File: config.mk
export PLATFORM = sky130hd
export DESIGN_NAME = timer16_wave_ctrl
export DESIGN_NICKNAME = d
export VERILOG_FILES = /design/src/shared/timer16_pkg.sv /design/src/core/timer16_wave_ctrl.sv
export SDC_FILE = /design/constraint.sdc
export NUM_CORES = 1
export LEC_CHECK = 0
export ABC_CLOCK_PERIOD_IN_PS = 6120
export BUFFER_PORTS_ARGS = -buffer_cell sky130_fd_sc_hd__buf_4
export CAP_MARGIN = 20
export CORE_ASPECT_RATIO = 0.7
export CORE_MARGIN = 2
export CORE_UTILIZATION = 25
export CTS_BUF_LIST = sky130_fd_sc_hd__clkbuf_8
export DETAILED_ROUTE_END_ITERATION = 10
export GPL_TIMING_DRIVEN = 0
export SYNTH_ARGS = -nofsm -noshare
export SYNTH_HDL_FRONTEND = slang
export SYNTH_SLANG_ARGS = --single-unit
File: constraint.sdc
create_clock -name clk_i -period 6.12 [get_ports clk_i]
set_clock_uncertainty 0.2 [all_clocks]
set_input_delay 0.612 -clock clk_i [delete_from_list [all_inputs] [get_ports clk_i]]
set_output_delay 0.612 -clock clk_i [all_outputs]
set_load 0.02 [all_outputs]
File: src/shared/timer16_pkg.sv
/*
 * Constants, field layout and carrier types of the 16-bit timer waveform
 * output control block. Assumes a single 20 MHz clock and an APB master
 * with 32-bit data; each register takes one aligned word.
 */
// Summary of operation
// - Nonzero channel A output-mode lets waveform A take over its pin.
// - Nonzero channel B output-mode lets waveform B take over its pin.
// - Pin driver is enabled only while its direction bit is set.
// - Output-mode meaning depends on non-PWM, fast or dual-slope family.
// - Non-PWM: 00 off, 01 toggle, 10 clear, 11 set on match.
// - Fast PWM: 10 clear on match, set at bottom; 11 inverse.
// - Fast PWM 01 toggles A only in modes 14/15; else disconnected.
// - Fast PWM: match at compare equal TOP ignored; bottom action kept.
// - Dual-slope: 10 clears on up match, sets on down match; 11 inverse.
// - Dual-slope 01 toggles A only in modes 9/11; else disconnected.
// - Mode is low two bits here plus two high bits; 13 reserved.
// - Modes 0, 4, 12: TOP fixed/A/capture, immediate update, overflow at MAX.
// - Modes 1-3, 5-7: fixed TOPs; dual update at TOP, fast at BOTTOM.
// - Modes 8-11: TOP from capture/A; overflow BOTTOM; reload BOTTOM or TOP.
// - Modes 14/15: fast PWM, TOP capture/A, reload BOTTOM, overflow TOP.
// - Dual-slope: compare at BOTTOM gives constant low, at TOP high.
// - Dual-slope counts 0 up to TOP, holds TOP one tick, then down.
package timer16_pkg;

   // =====================================================================
   // register offsets (byte addresses)
   localparam logic [11:0] WAVE_CTRL_OFS = 12'h080;
   localparam logic [11:0] MODE_CTRL_OFS = 12'h084;
   localparam logic [11:0] CMP_A_OFS = 12'h088;
   localparam logic [11:0] CMP_B_OFS = 12'h08c;
   localparam logic [11:0] CAPTURE_OFS = 12'h090;
   localparam logic [11:0] COUNT_OFS = 12'h094;
   localparam logic [11:0] IRQ_STATUS_OFS = 12'h098;
   localparam logic [11:0] IRQ_MASK_OFS = 12'h09c;
   localparam logic [11:0] PORT_CTRL_OFS = 12'h0a0;

   // =====================================================================
   // field positions and reset values
   localparam int CHA_MODE_LSB = 6;
   localparam int CHB_MODE_LSB = 4;
   localparam int WGM_LOW_LSB = 0;
   localparam int WGM_HIGH_LSB = 3;
   localparam int RUN_BIT = 0;
   localparam int IRQ_OVF_BIT = 0;
   localparam int IRQ_MATCH_A_BIT = 1;
   localparam int IRQ_MATCH_B_BIT = 2;
   localparam int DIR_A_BIT = 0;
   localparam int DIR_B_BIT = 1;
   localparam int DATA_A_BIT = 2;
   localparam int DATA_B_BIT = 3;
   localparam logic [7:0] WAVE_CTRL_RESET = 8'h00;
   localparam logic [7:0] WAVE_CTRL_WMASK = 8'hf3;
   localparam logic [7:0] MODE_CTRL_RESET = 8'h00;
   localparam logic [7:0] MODE_CTRL_WMASK = 8'h19;
   localparam logic [15:0] WORD_RESET = 16'h0000;

   // =====================================================================
   // counter limits and waveform modes
   localparam logic [15:0] COUNT_BOTTOM = 16'h0000;
   localparam logic [15:0] COUNT_MAX = 16'hffff;
   localparam logic [15:0] TOP_8BIT = 16'h00ff;
   localparam logic [15:0] TOP_9BIT = 16'h01ff;
   localparam logic [15:0] TOP_10BIT = 16'h03ff;
   localparam logic [3:0] MODE_CTC_A = 4'h4;
   localparam logic [3:0] MODE_PFC_CAP = 4'h8;
   localparam logic [3:0] MODE_PFC_A = 4'h9;
   localparam logic [3:0] MODE_PC_CAP = 4'ha;
   localparam logic [3:0] MODE_PC_A = 4'hb;
   localparam logic [3:0] MODE_CTC_CAP = 4'hc;
   localparam logic [3:0] MODE_RESERVED = 4'hd;
   localparam logic [3:0] MODE_FAST_CAP = 4'he;
   localparam logic [3:0] MODE_FAST_A = 4'hf;

   // output-mode codes
   localparam logic [1:0] OM_OFF = 2'h0;
   localparam logic [1:0] OM_TOGGLE = 2'h1;

   typedef enum logic [1:0] {FAM_NONPWM, FAM_FAST, FAM_DUAL} family_t;

   // one waveform pin: level and output enable
   typedef struct packed {
      logic level;
      logic oe;
   } pin_drive_t;

endpackage

File: src/core/timer16_wave_ctrl.sv
/*
 * 16-bit timer with waveform generation and compare output control,
 * reached over APB. Assumes an APB master on clk_i and port logic that
 * resolves each pin from the level and output enable given here.
 */
// Register access over APB is this design's own decision.
`timescale 1ns/100ps

module timer16_wave_ctrl (
   // clock and reset
   input wire logic clk_i,
   input wire logic resetn_i,
   // apb slave
   input wire logic psel_i,
   input wire logic penable_i,
   input wire logic pwrite_i,
   input wire logic [11:0] paddr_i,
   input wire logic [31:0] pwdata_i,
   output logic [31:0] prdata_o,
   output logic pready_o,
   output logic pslverr_o,
   // waveform pins
   output timer16_pkg::pin_drive_t wave_out_a_o,
   output timer16_pkg::pin_drive_t wave_out_b_o,
   // interrupt
   output logic irq_o
);
   import timer16_pkg::*;

   // =====================================================================
   // decode helpers

   // family of a waveform mode; reserved mode falls back to non-PWM
   function automatic family_t family_of(input logic [3:0] m);
      family_t f;
      f = FAM_NONPWM;
      case (m)
         4'h1, 4'h2, 4'h3, MODE_PFC_CAP, MODE_PFC_A, MODE_PC_CAP, MODE_PC_A: begin
            f = FAM_DUAL;
         end
         4'h5, 4'h6, 4'h7, MODE_FAST_CAP, MODE_FAST_A: begin
            f = FAM_FAST;
         end
         default: begin
            f = FAM_NONPWM;
         end
      endcase
      return f;
   endfunction

   // TOP value of a waveform mode
   function automatic logic [15:0] top_of(input logic [3:0] m, input logic [15:0] cmp_a,
                                          input logic [15:0] cap);
      logic [15:0] t;
      t = COUNT_MAX;
      case (m)
         4'h1, 4'h5: t = TOP_8BIT;
         4'h2, 4'h6: t = TOP_9BIT;
         4'h3, 4'h7: t = TOP_10BIT;
         MODE_CTC_A, MODE_PFC_A, MODE_PC_A, MODE_FAST_A: t = cmp_a;
         MODE_PFC_CAP, MODE_PC_CAP, MODE_CTC_CAP, MODE_FAST_CAP: t = cap;
         default: t = COUNT_MAX;
      endcase
      return t;
   endfunction

   // next waveform level for one channel
   function automatic logic wave_step(input logic cur, input logic [1:0] om,
                                      input family_t fam, input logic match,
                                      input logic bottom, input logic down,
                                      input logic tog_ok, input logic cmp_is_top);
      logic r;
      r = cur;
      case (fam)
         FAM_FAST: begin
            if (om[1]) begin
               if (bottom) r = ~om[0];
               if (match && !cmp_is_top) r = om[0];
            end else if (om == OM_TOGGLE && tog_ok && match) begin
               r = ~cur;
            end
         end
         FAM_DUAL: begin
            if (om[1] && match) r = down ? ~om[0] : om[0];
            else if (om == OM_TOGGLE && tog_ok && match) r = ~cur;
         end
         default: begin
            if (match && om == OM_TOGGLE) r = ~cur;
            else if (match && om[1]) r = om[0];
         end
      endcase
      return r;
   endfunction

   // whether a channel owns its pin
   function automatic logic connected(input logic [1:0] om, input family_t fam,
                                      input logic tog_ok);
      return (om != OM_OFF) && !(om == OM_TOGGLE && fam != FAM_NONPWM && !tog_ok);
   endfunction

   // =====================================================================
   // registers
   logic [7:0] wave_ctrl_reg;
   logic [7:0] mode_ctrl_reg;
   logic [15:0] cmp_a_buf_reg;
   logic [15:0] cmp_b_buf_reg;
   logic [15:0] cmp_a_reg;
   logic [15:0] cmp_b_reg;
   logic [15:0] capture_reg;
   logic [15:0] count_reg;
   logic [15:0] count_next;
   logic down_reg;
   logic down_next;
   logic [2:0] status_reg;
   logic [2:0] status_next;
   logic [2:0] mask_reg;
   logic [3:0] port_reg;
   logic wave_a_reg;
   logic wave_b_reg;
   logic [31:0] prdata_reg;
   logic pready_reg;
   logic pslverr_reg;
   logic irq_reg;
   pin_drive_t pin_a_reg;
   pin_drive_t pin_b_reg;

   // =====================================================================
   // apb decode
   wire access = psel_i & penable_i;
   wire first_cycle = access & ~pready_reg;
   wire wr_fire = access & pready_reg & pwrite_i;
   wire hit = paddr_i == WAVE_CTRL_OFS || paddr_i == MODE_CTRL_OFS ||
              paddr_i == CMP_A_OFS || paddr_i == CMP_B_OFS ||
              paddr_i == CAPTURE_OFS || paddr_i == COUNT_OFS ||
              paddr_i == IRQ_STATUS_OFS || paddr_i == IRQ_MASK_OFS ||
              paddr_i == PORT_CTRL_OFS;
   wire wr_wave = wr_fire & (paddr_i == WAVE_CTRL_OFS);
   wire wr_mode = wr_fire & (paddr_i == MODE_CTRL_OFS);
   wire wr_cmp_a = wr_fire & (paddr_i == CMP_A_OFS);
   wire wr_cmp_b = wr_fire & (paddr_i == CMP_B_OFS);
   wire wr_cap = wr_fire & (paddr_i == CAPTURE_OFS);
   wire wr_count = wr_fire & (paddr_i == COUNT_OFS);
   wire wr_status = wr_fire & (paddr_i == IRQ_STATUS_OFS);
   wire wr_mask = wr_fire & (paddr_i == IRQ_MASK_OFS);
   wire wr_port = wr_fire & (paddr_i == PORT_CTRL_OFS);

   // =====================================================================
   // mode decode, combinational so a write acts on the next tick
   // direct decode of fields
   wire [1:0] om_a = wave_ctrl_reg[CHA_MODE_LSB +: 2];
   wire [1:0] om_b = wave_ctrl_reg[CHB_MODE_LSB +: 2];
   wire [3:0] wgm = {mode_ctrl_reg[WGM_HIGH_LSB +: 2], wave_ctrl_reg[WGM_LOW_LSB +: 2]};
   wire family_t fam = family_of(wgm);
   wire [15:0] top = top_of(wgm, cmp_a_reg, capture_reg);
   wire tick = mode_ctrl_reg[RUN_BIT];
   wire at_top = count_reg == top;
   wire at_bottom = count_reg == COUNT_BOTTOM;
   // toggle of A only in these modes
   wire tog_ok_a = (fam == FAM_FAST) ? (wgm == MODE_FAST_CAP || wgm == MODE_FAST_A) :
                   (wgm == MODE_PFC_A || wgm == MODE_PC_A);
   // TOP counts as down slope, BOTTOM as up slope
   wire slope_down = at_top | (down_reg & ~at_bottom);

   // =====================================================================
   // counter sequence
   // dual slope holds TOP one tick, then reverses
   always_comb begin
      count_next = count_reg;
      down_next = down_reg;
      if (wr_count) begin
         count_next = pwdata_i[15:0];
      end else if (tick) begin
         if (fam == FAM_DUAL) begin
            if (!down_reg && at_top) begin
               down_next = 1'b1;
               count_next = count_reg - 16'h0001;
            end else if (down_reg && at_bottom) begin
               down_next = 1'b0;
               count_next = count_reg + 16'h0001;
            end else begin
               count_next = down_reg ? count_reg - 16'h0001 : count_reg + 16'h0001;
            end
         end else begin
            down_next = 1'b0;
            count_next = at_top ? COUNT_BOTTOM : count_reg + 16'h0001;
         end
      end
   end

   // =====================================================================
   // compare reload and events
   // reload point per mode
   wire reload_at_top = wgm == 4'h1 || wgm == 4'h2 || wgm == 4'h3 ||
                        wgm == MODE_PC_CAP || wgm == MODE_PC_A;
   wire reload = (fam == FAM_NONPWM) ||
                 (tick && (reload_at_top ? at_top : at_bottom));
   wire match_a = tick & (count_reg == cmp_a_reg);
   wire match_b = tick & (count_reg == cmp_b_reg);
   wire overflow = tick & ((fam == FAM_NONPWM) ? (count_reg == COUNT_MAX) :
                           (fam == FAM_FAST) ? at_top : (at_bottom & down_reg));
   wire [2:0] events = {match_b, match_a, overflow};
   // a flag raised in the clearing cycle survives the clear
   assign status_next = (status_reg & ~(wr_status ? pwdata_i[2:0] : 3'h0)) | events;

   // =====================================================================
   // waveform levels
   // channel actions
   wire wave_a_next = wave_step(wave_a_reg, om_a, fam, match_a, tick & at_bottom,
                                slope_down, tog_ok_a, cmp_a_reg == top);
   // channel B never toggles in PWM families
   wire wave_b_next = wave_step(wave_b_reg, om_b, fam, match_b, tick & at_bottom,
                                slope_down, 1'b0, cmp_b_reg == top);
   wire own_a = connected(om_a, fam, tog_ok_a);
   wire own_b = connected(om_b, fam, 1'b0);
   wire pin_drive_t pin_a_next = '{level: own_a ? wave_a_next : port_reg[DATA_A_BIT],
                                   oe: port_reg[DIR_A_BIT]};
   wire pin_drive_t pin_b_next = '{level: own_b ? wave_b_next : port_reg[DATA_B_BIT],
                                   oe: port_reg[DIR_B_BIT]};

   // =====================================================================
   // read data mux, unmapped reads return zero
   // reserved control bits read zero
   wire [31:0] rd_data =
      (paddr_i == WAVE_CTRL_OFS) ? {24'h000000, wave_ctrl_reg & WAVE_CTRL_WMASK} :
      (paddr_i == MODE_CTRL_OFS) ? {24'h000000, mode_ctrl_reg} :
      (paddr_i == CMP_A_OFS) ? {16'h0000, cmp_a_buf_reg} :
      (paddr_i == CMP_B_OFS) ? {16'h0000, cmp_b_buf_reg} :
      (paddr_i == CAPTURE_OFS) ? {16'h0000, capture_reg} :
      (paddr_i == COUNT_OFS) ? {16'h0000, count_reg} :
      (paddr_i == IRQ_STATUS_OFS) ? {29'h0, status_reg} :
      (paddr_i == IRQ_MASK_OFS) ? {29'h0, mask_reg} :
      (paddr_i == PORT_CTRL_OFS) ? {28'h0000000, port_reg} : 32'h00000000;

   // =====================================================================
   // apb handshake: one wait state, answer in the second access cycle
   always_ff @(posedge clk_i or negedge resetn_i) begin
      if (!resetn_i) begin
         pready_reg <= 1'b0;
         pslverr_reg <= 1'b0;
         prdata_reg <= 32'h00000000;
      end else begin
         pready_reg <= first_cycle;
         pslverr_reg <= first_cycle & ~hit;
         prdata_reg <= first_cycle ? rd_data : 32'h00000000;
      end
   end

   // =====================================================================
   // control registers
   // writable fields reset to zero, wave control bits 3:2 never stored
   always_ff @(posedge clk_i or negedge resetn_i) begin
      if (!resetn_i) begin
         wave_ctrl_reg <= WAVE_CTRL_RESET;
         mode_ctrl_reg <= MODE_CTRL_RESET;
         mask_reg <= 3'h0;
         port_reg <= 4'h0;
      end else begin
         if (wr_wave) wave_ctrl_reg <= pwdata_i[7:0] & WAVE_CTRL_WMASK;
         if (wr_mode) mode_ctrl_reg <= pwdata_i[7:0] & MODE_CTRL_WMASK;
         if (wr_mask) mask_reg <= pwdata_i[2:0];
         if (wr_port) port_reg <= pwdata_i[3:0];
      end
   end

   // =====================================================================
   // compare buffers and active compare values
   // immediate reload in non-PWM modes
   always_ff @(posedge clk_i or negedge resetn_i) begin
      if (!resetn_i) begin
         cmp_a_buf_reg <= WORD_RESET;
         cmp_b_buf_reg <= WORD_RESET;
         cmp_a_reg <= WORD_RESET;
         cmp_b_reg <= WORD_RESET;
         capture_reg <= WORD_RESET;
      end else begin
         if (wr_cmp_a) cmp_a_buf_reg <= pwdata_i[15:0];
         if (wr_cmp_b) cmp_b_buf_reg <= pwdata_i[15:0];
         if (wr_cap) capture_reg <= pwdata_i[15:0];
         if (reload) cmp_a_reg <= cmp_a_buf_reg;
         if (reload) cmp_b_reg <= cmp_b_buf_reg;
      end
   end

   // =====================================================================
   // counter, waveform and status state
   always_ff @(posedge clk_i or negedge resetn_i) begin
      if (!resetn_i) begin
         count_reg <= WORD_RESET;
         down_reg <= 1'b0;
         wave_a_reg <= 1'b0;
         wave_b_reg <= 1'b0;
         status_reg <= 3'h0;
      end else begin
         count_reg <= count_next;
         down_reg <= down_next;
         wave_a_reg <= wave_a_next;
         wave_b_reg <= wave_b_next;
         status_reg <= status_next;
      end
   end

   // =====================================================================
   // pins and interrupt, registered so outputs come from flops
   always_ff @(posedge clk_i or negedge resetn_i) begin
      if (!resetn_i) begin
         pin_a_reg <= '{level: 1'b0, oe: 1'b0};
         pin_b_reg <= '{level: 1'b0, oe: 1'b0};
         irq_reg <= 1'b0;
      end else begin
         pin_a_reg <= pin_a_next;
         pin_b_reg <= pin_b_next;
         irq_reg <= |(status_next & mask_reg);
      end
   end

   assign prdata_o = prdata_reg;
   assign pready_o = pready_reg;
   assign pslverr_o = pslverr_reg;
   assign wave_out_a_o = pin_a_reg;
   assign wave_out_b_o = pin_b_reg;
   assign irq_o = irq_reg;

endmodule // timer16_wave_ctrl

* Word level (Yosys, flattened, before mapping)
Memory sizes are Yosys's and may differ from the RTL's.
Index checks and enable logic that the tools add are counted.
** Storage, ports and cells
- Memories :: 1
- Register bits :: 141
- Output and inout bits :: 39
- Memory bits (read-only) :: 32
- Bits in latches :: 0
- Bits in writable memories :: 0
- Word-level logic and storage cells :: 187
** Memories
- (name not given) :: depth 16, bits a word 2, rd ports 1, clocked after memory_dff 0, wr ports 0, line timer16_wave_ctrl.sv:37 : case (m)
** Operators by class
- Shift-type cells :: 0
- Reductions and logical operators :: 50
- Div/mod/pow operators :: 0
- Magnitude comparators :: 0
- Mux-type cells :: 45
- Bitwise logic cells :: 33
- Add/subtract/negate cells :: 2
- Equal/unequal tests :: 34
- Multipliers :: 0
** Operators with widths (count)
- $mux W16 :: 14
- $eq A12 B8 Y1 const B :: 9
- $eq A16 B16 Y1 :: 5
- $pmux W16 S5 :: 1
- $eq A4 B4 Y1 const B :: 7
- $mux W1 :: 24
- $and A1 B1 Y1 :: 20
- $add A16 B1 Y16 const B :: 1
- $eq A16 B16 Y1 const B :: 1
- $eq A4 B3 Y1 const B :: 4
- $logic_and A1 B1 Y1 :: 16
- $logic_not A16 Y1 :: 1
- $sub A16 B1 Y16 const B :: 1
- $logic_or A1 B1 Y1 :: 15
- $mux W4 :: 3
- $eq A4 B2 Y1 const B :: 2
- $not A1 Y1 :: 8
- $reduce_bool A2 Y1 :: 4
- $reduce_or A4 Y1 :: 2
- $and A3 B3 Y3 :: 2
- $eq A2 B1 Y1 const B :: 3
- $logic_not A1 Y1 :: 6
- $reduce_or A2 Y1 :: 3
- $eq A4 B1 Y1 const B :: 1
- other kinds (10) :: 11

* Depth between registers and ports, before layout
- Depth in word-level cells :: 11
- Depth in mapped cells :: 15

* Worst setup path before layout
No wires, ideal clock.
- Path kind :: register to register
- Start :: register count_reg[0]
- End :: register count_reg[11]
- Period minus slack after synthesis :: 3.316 ns
- Required time :: 5.779 ns
- Arrival :: 2.975 ns
- Library setup time :: 0.141 ns
- Cell stages (with the launch flop) :: 14
- Buffers on the path :: 3
- Path slack :: 2.804 ns
- Cells stage by stage :: dfrtp_1 -> clkbuf_1 -> inv_1 -> ha_1 -> nor3b_1 -> nand4b_1 -> nor3_1 -> nor2b_1 -> nand2_1 -> clkbuf_1 -> clkbuf_1 -> a21oi_1 -> o31ai_1 -> a31oi_1
** Between the ends
- Cells in the longest elaborated chain, start to end :: 7
** Ends and longest elaborated chain
- start: declaration :: line timer16_wave_ctrl.sv:110 : logic [15:0] count_reg;
- start signal: assignment :: line timer16_wave_ctrl.sv:294 : count_reg <= count_next;
- $add A16 B1 Y16 (tied with other cells) :: line timer16_wave_ctrl.sv:179, timer16_wave_ctrl.sv:181, timer16_wave_ctrl.sv:185
- $mux W16 or $logic_and A1 B1 Y1 (tied branches) :: line timer16_wave_ctrl.sv:181, timer16_wave_ctrl.sv:177
- $mux W16 :: line timer16_wave_ctrl.sv:177 : end else if (down_reg && at_bottom) begin
- $mux W16 :: line timer16_wave_ctrl.sv:174 : if (!down_reg && at_top) begin
- $mux W16 * :: line timer16_wave_ctrl.sv:173 : if (fam == FAM_DUAL) begin
- $mux W16 * :: line timer16_wave_ctrl.sv:172 : end else if (tick) begin
- $mux W16 * :: line timer16_wave_ctrl.sv:170 : if (wr_count) begin
Mark *: on every way between the ends. The rest lies on a longest branch, timed or not. The select of a mux whose other input is x is not followed.
A chain may end at the register's enable or synchronous reset.

* Final worst setup path
- Start :: register count_reg[1]
- End :: register count_reg[11]
Same word-level chain as after synthesis.

==> qor.yml <==
outcome: "finished clean"
syn_to_final_growth_pct: 15.8
synth.area.top_cells: "dfrtp_1 (37%), mux2_2 (7.3%), nand2_1 (3.8%)"
die_w_um: 238
core_um2: 38100
yosys_warnings: 0
die_area_um2: 40000
finalCritPeriodShare_pct: 87.9
detail-route-antenna-nets: 0
fmax_ghz: 0.186
cts_hold_buf: 1
cp-end-kind: "register"
max_cap_violations: 0
hold-path-cell-count: 3
synth_xor_area_share_pct: 4.64
r2r_slack_ps: 740
worst_setup_path_start_kind: "register"
dr.pass1.iters: 5
path_max_fanout: 10
nFillCells: 4075
ys.flop_type: "dfrtp_1"
yosysTopAreaCellShare_pct: 36.7
post_drt_wl_per_cell_um: 23.5
worstReg2RegStart: "count_reg[1]"
cts_buffers: 17
avgSynthCellArea_um2: 9.15
drv_slew: 0
hold_end: "capture_reg[7]"
via_count: 9173
critPathKind: "reg2reg"
postCtsSetupRepairBufs: 0
synth_top_cell_by_area: "dfrtp_1"
muxShareOfSynthArea_pct: 12.5
fp-row-count: 60
syn-instance-count: 1050
async_reset_ff_share_pct: 100
crit_required_ps: 6270
path_clk_slew_ps: 100
gp_congestion: 0.997
grt-ovfl-total: 0
cts.sink_count: 141
synth_fa_ha_area_share_pct: 0.651
cp.arrival_ps: 5530
dpl_cell_area_um2: 10700
hold_viol_final: 0
portBuffers: 54
power.density_nw_per_um2: 162
ioPinCount: 88
htree_num_levels: 4
nNetsFinal: 1194
cts_resized: 0
grt_first_pass_wirelength_um: 57800
dieHeight_um: 168
stdcell_area_um2: 11100
finalCriticalPeriod_ps: 5380
cts_tree: "built"
min_path_type: "in2reg"
clkLatencyLatePin_ps: 510
ctsRootBufferMaster: "clkbuf_8"
final_common_cell: "dfrtp_1"
yosysSeqAreaShare_pct: 36.7
rsz0062_at_grt: "false"
synth-compound-area-share_pct: 20.6
place_hpwl_um: 30200
max-vdd-ir-drop_v: 0.000125
worstMarginPinSlew_ps: 1180
leakagePower_nw: 4.68
grt_pass1_vias: 8666
track_usage_pct: 19.6
synth_edf_count: 0
initial_core_util_pct: 25.2
via_per_inst: 5.56
setup_viol: 0
clockBufferDepth: 2
synth-simple-area-share_pct: 18.6
hp-start: "pwdata_i[7]"
ys_ff_latch: 141
diodes: 0
antenna_found_initial: 0
synth_area_um2: 9610
drt-initial-drc-count: 1230
setup-tns-final_ps: 0
r2r_cells: 13
timing.rr.end: "count_reg[11]"
grt_max_degree: 73
routed_wl_um: 38800
drive_above_1_share_pct: 18.6
synth_top_family_by_area: "compound AO/OA/AOI/OAI gates"
slew_headroom_pct: 20.7
ys_types: 92
drc: 0
layout_common_cells: "dfrtp_1 (141), nand2_1 (97), buf_4 (74)"
==> area by class of cell <==
cell class | count | area, um2 | share of cell area, %
Clock inverter | 15 | 153 | 1.37
Multi-Input combinational cell | 795 | 5550 | 49.9
Inverter | 36 | 135 | 1.21
Timing Repair Buffer | 56 | 447 | 4.02
Buffer | 93 | 457 | 4.11
Clock buffer | 17 | 234 | 2.10
Sequential cell | 141 | 3530 | 31.7
Tap cell | 496 | 621 | 5.58
==> cell usage after synthesis, drive strengths merged (9+ instances only) <==
master / count
nand2: 97
a31oi: 11
nand4: 17
mux2i: 15
nor4: 18
nor2b: 9
xor2: 16
a22oi: 12
o21ai: 46
nor3: 37
xnor2: 34
and2: 10
o22ai: 9
nor2: 53
buf: 41
o211ai: 20
nand3: 22
inv: 35
clkbuf: 52
and3: 19
a21oi: 57
dfrtp: 141
a21o: 9
nand2b: 24
mux2: 93
or3: 12
==> power breakdown <==
part | switching (mW) | total, mW | leakage [nW] | internal [mW]
Combinational | 0.0585 | 0.0869 | 2.58 | 0.0283
Sequential | 0.00128 | 0.933 | 1.90 | 0.932
Clock | 0.450 | 0.786 | 0.196 | 0.336
Total | 0.510 | 1.81 | 4.68 | 1.30
==> critical path, stage by stage (launching register included) <==
cell      delay, ps
dfrtp_1         400
clkbuf_1        300
inv_1           170
ha_1            230
nor3b_1         370
nand4b_1        410
nor3_1         1000
nor2b_1         410
nand2_1         270
clkbuf_1        390
clkbuf_1        490
a21oi_1         150
o31ai_1         290
a31oi_1         120
==> how the worst max path moves through the flow <==
stage	slack (ps)	startpoint	endpoint
3_3_place_gp	1050	count_reg[1]	count_reg[11]
5_1_grt	590	count_reg[1]	count_reg[11]
2_1_floorplan	2800	count_reg[0]	count_reg[11]
3_5_place_dp	1110	count_reg[1]	count_reg[11]
6_report	740	count_reg[1]	count_reg[11]
4_1_cts	1070	count_reg[1]	count_reg[11]
==> metrics by stage <==
step	worst slack (ps)	utilization (%)	instances	total power, mW	hold slack (ps)
global placement	1050	28.0	1615	1.04	215
global route	593	29.2	1649	1.87	170
detailed placement	1110	28.1	1616	1.04	212
finish	742	29.2	1649	1.81	187
floorplan	2800	-	1065	0.981	116
CTS	1070	29.2	1649	1.82	160
==> per-layer routing <==
layer | vias to the layer above | track usage, % | share of wire [%]
li1 | 4057 | - | -
met1 | 4604 | 30.2 | 49
met2 | 477 | 24.9 | 38
met3 | 35 | 7.62 | 12
met4 | 0 | 4.40 | 1.4
met5 | - | 0 | 0
==> cell families (layout without fill, tap and decap cells) <==
| group | after synthesis | count (layout) |
|---|---|---|
| buffers and inverters | 129 | 217 |
| other | 1 | 16 |
| muxes | 108 | 108 |
| adders and majority gates | 5 | 5 |
| xor gates and xnor gates | 50 | 50 |
| DFF | 141 | 141 |
| and+or+nand+nor | 342 | 342 |
| AOI/OAI and AO/OA | 274 | 274 |
No activity file was read; power rests on OpenSTA's default activity.
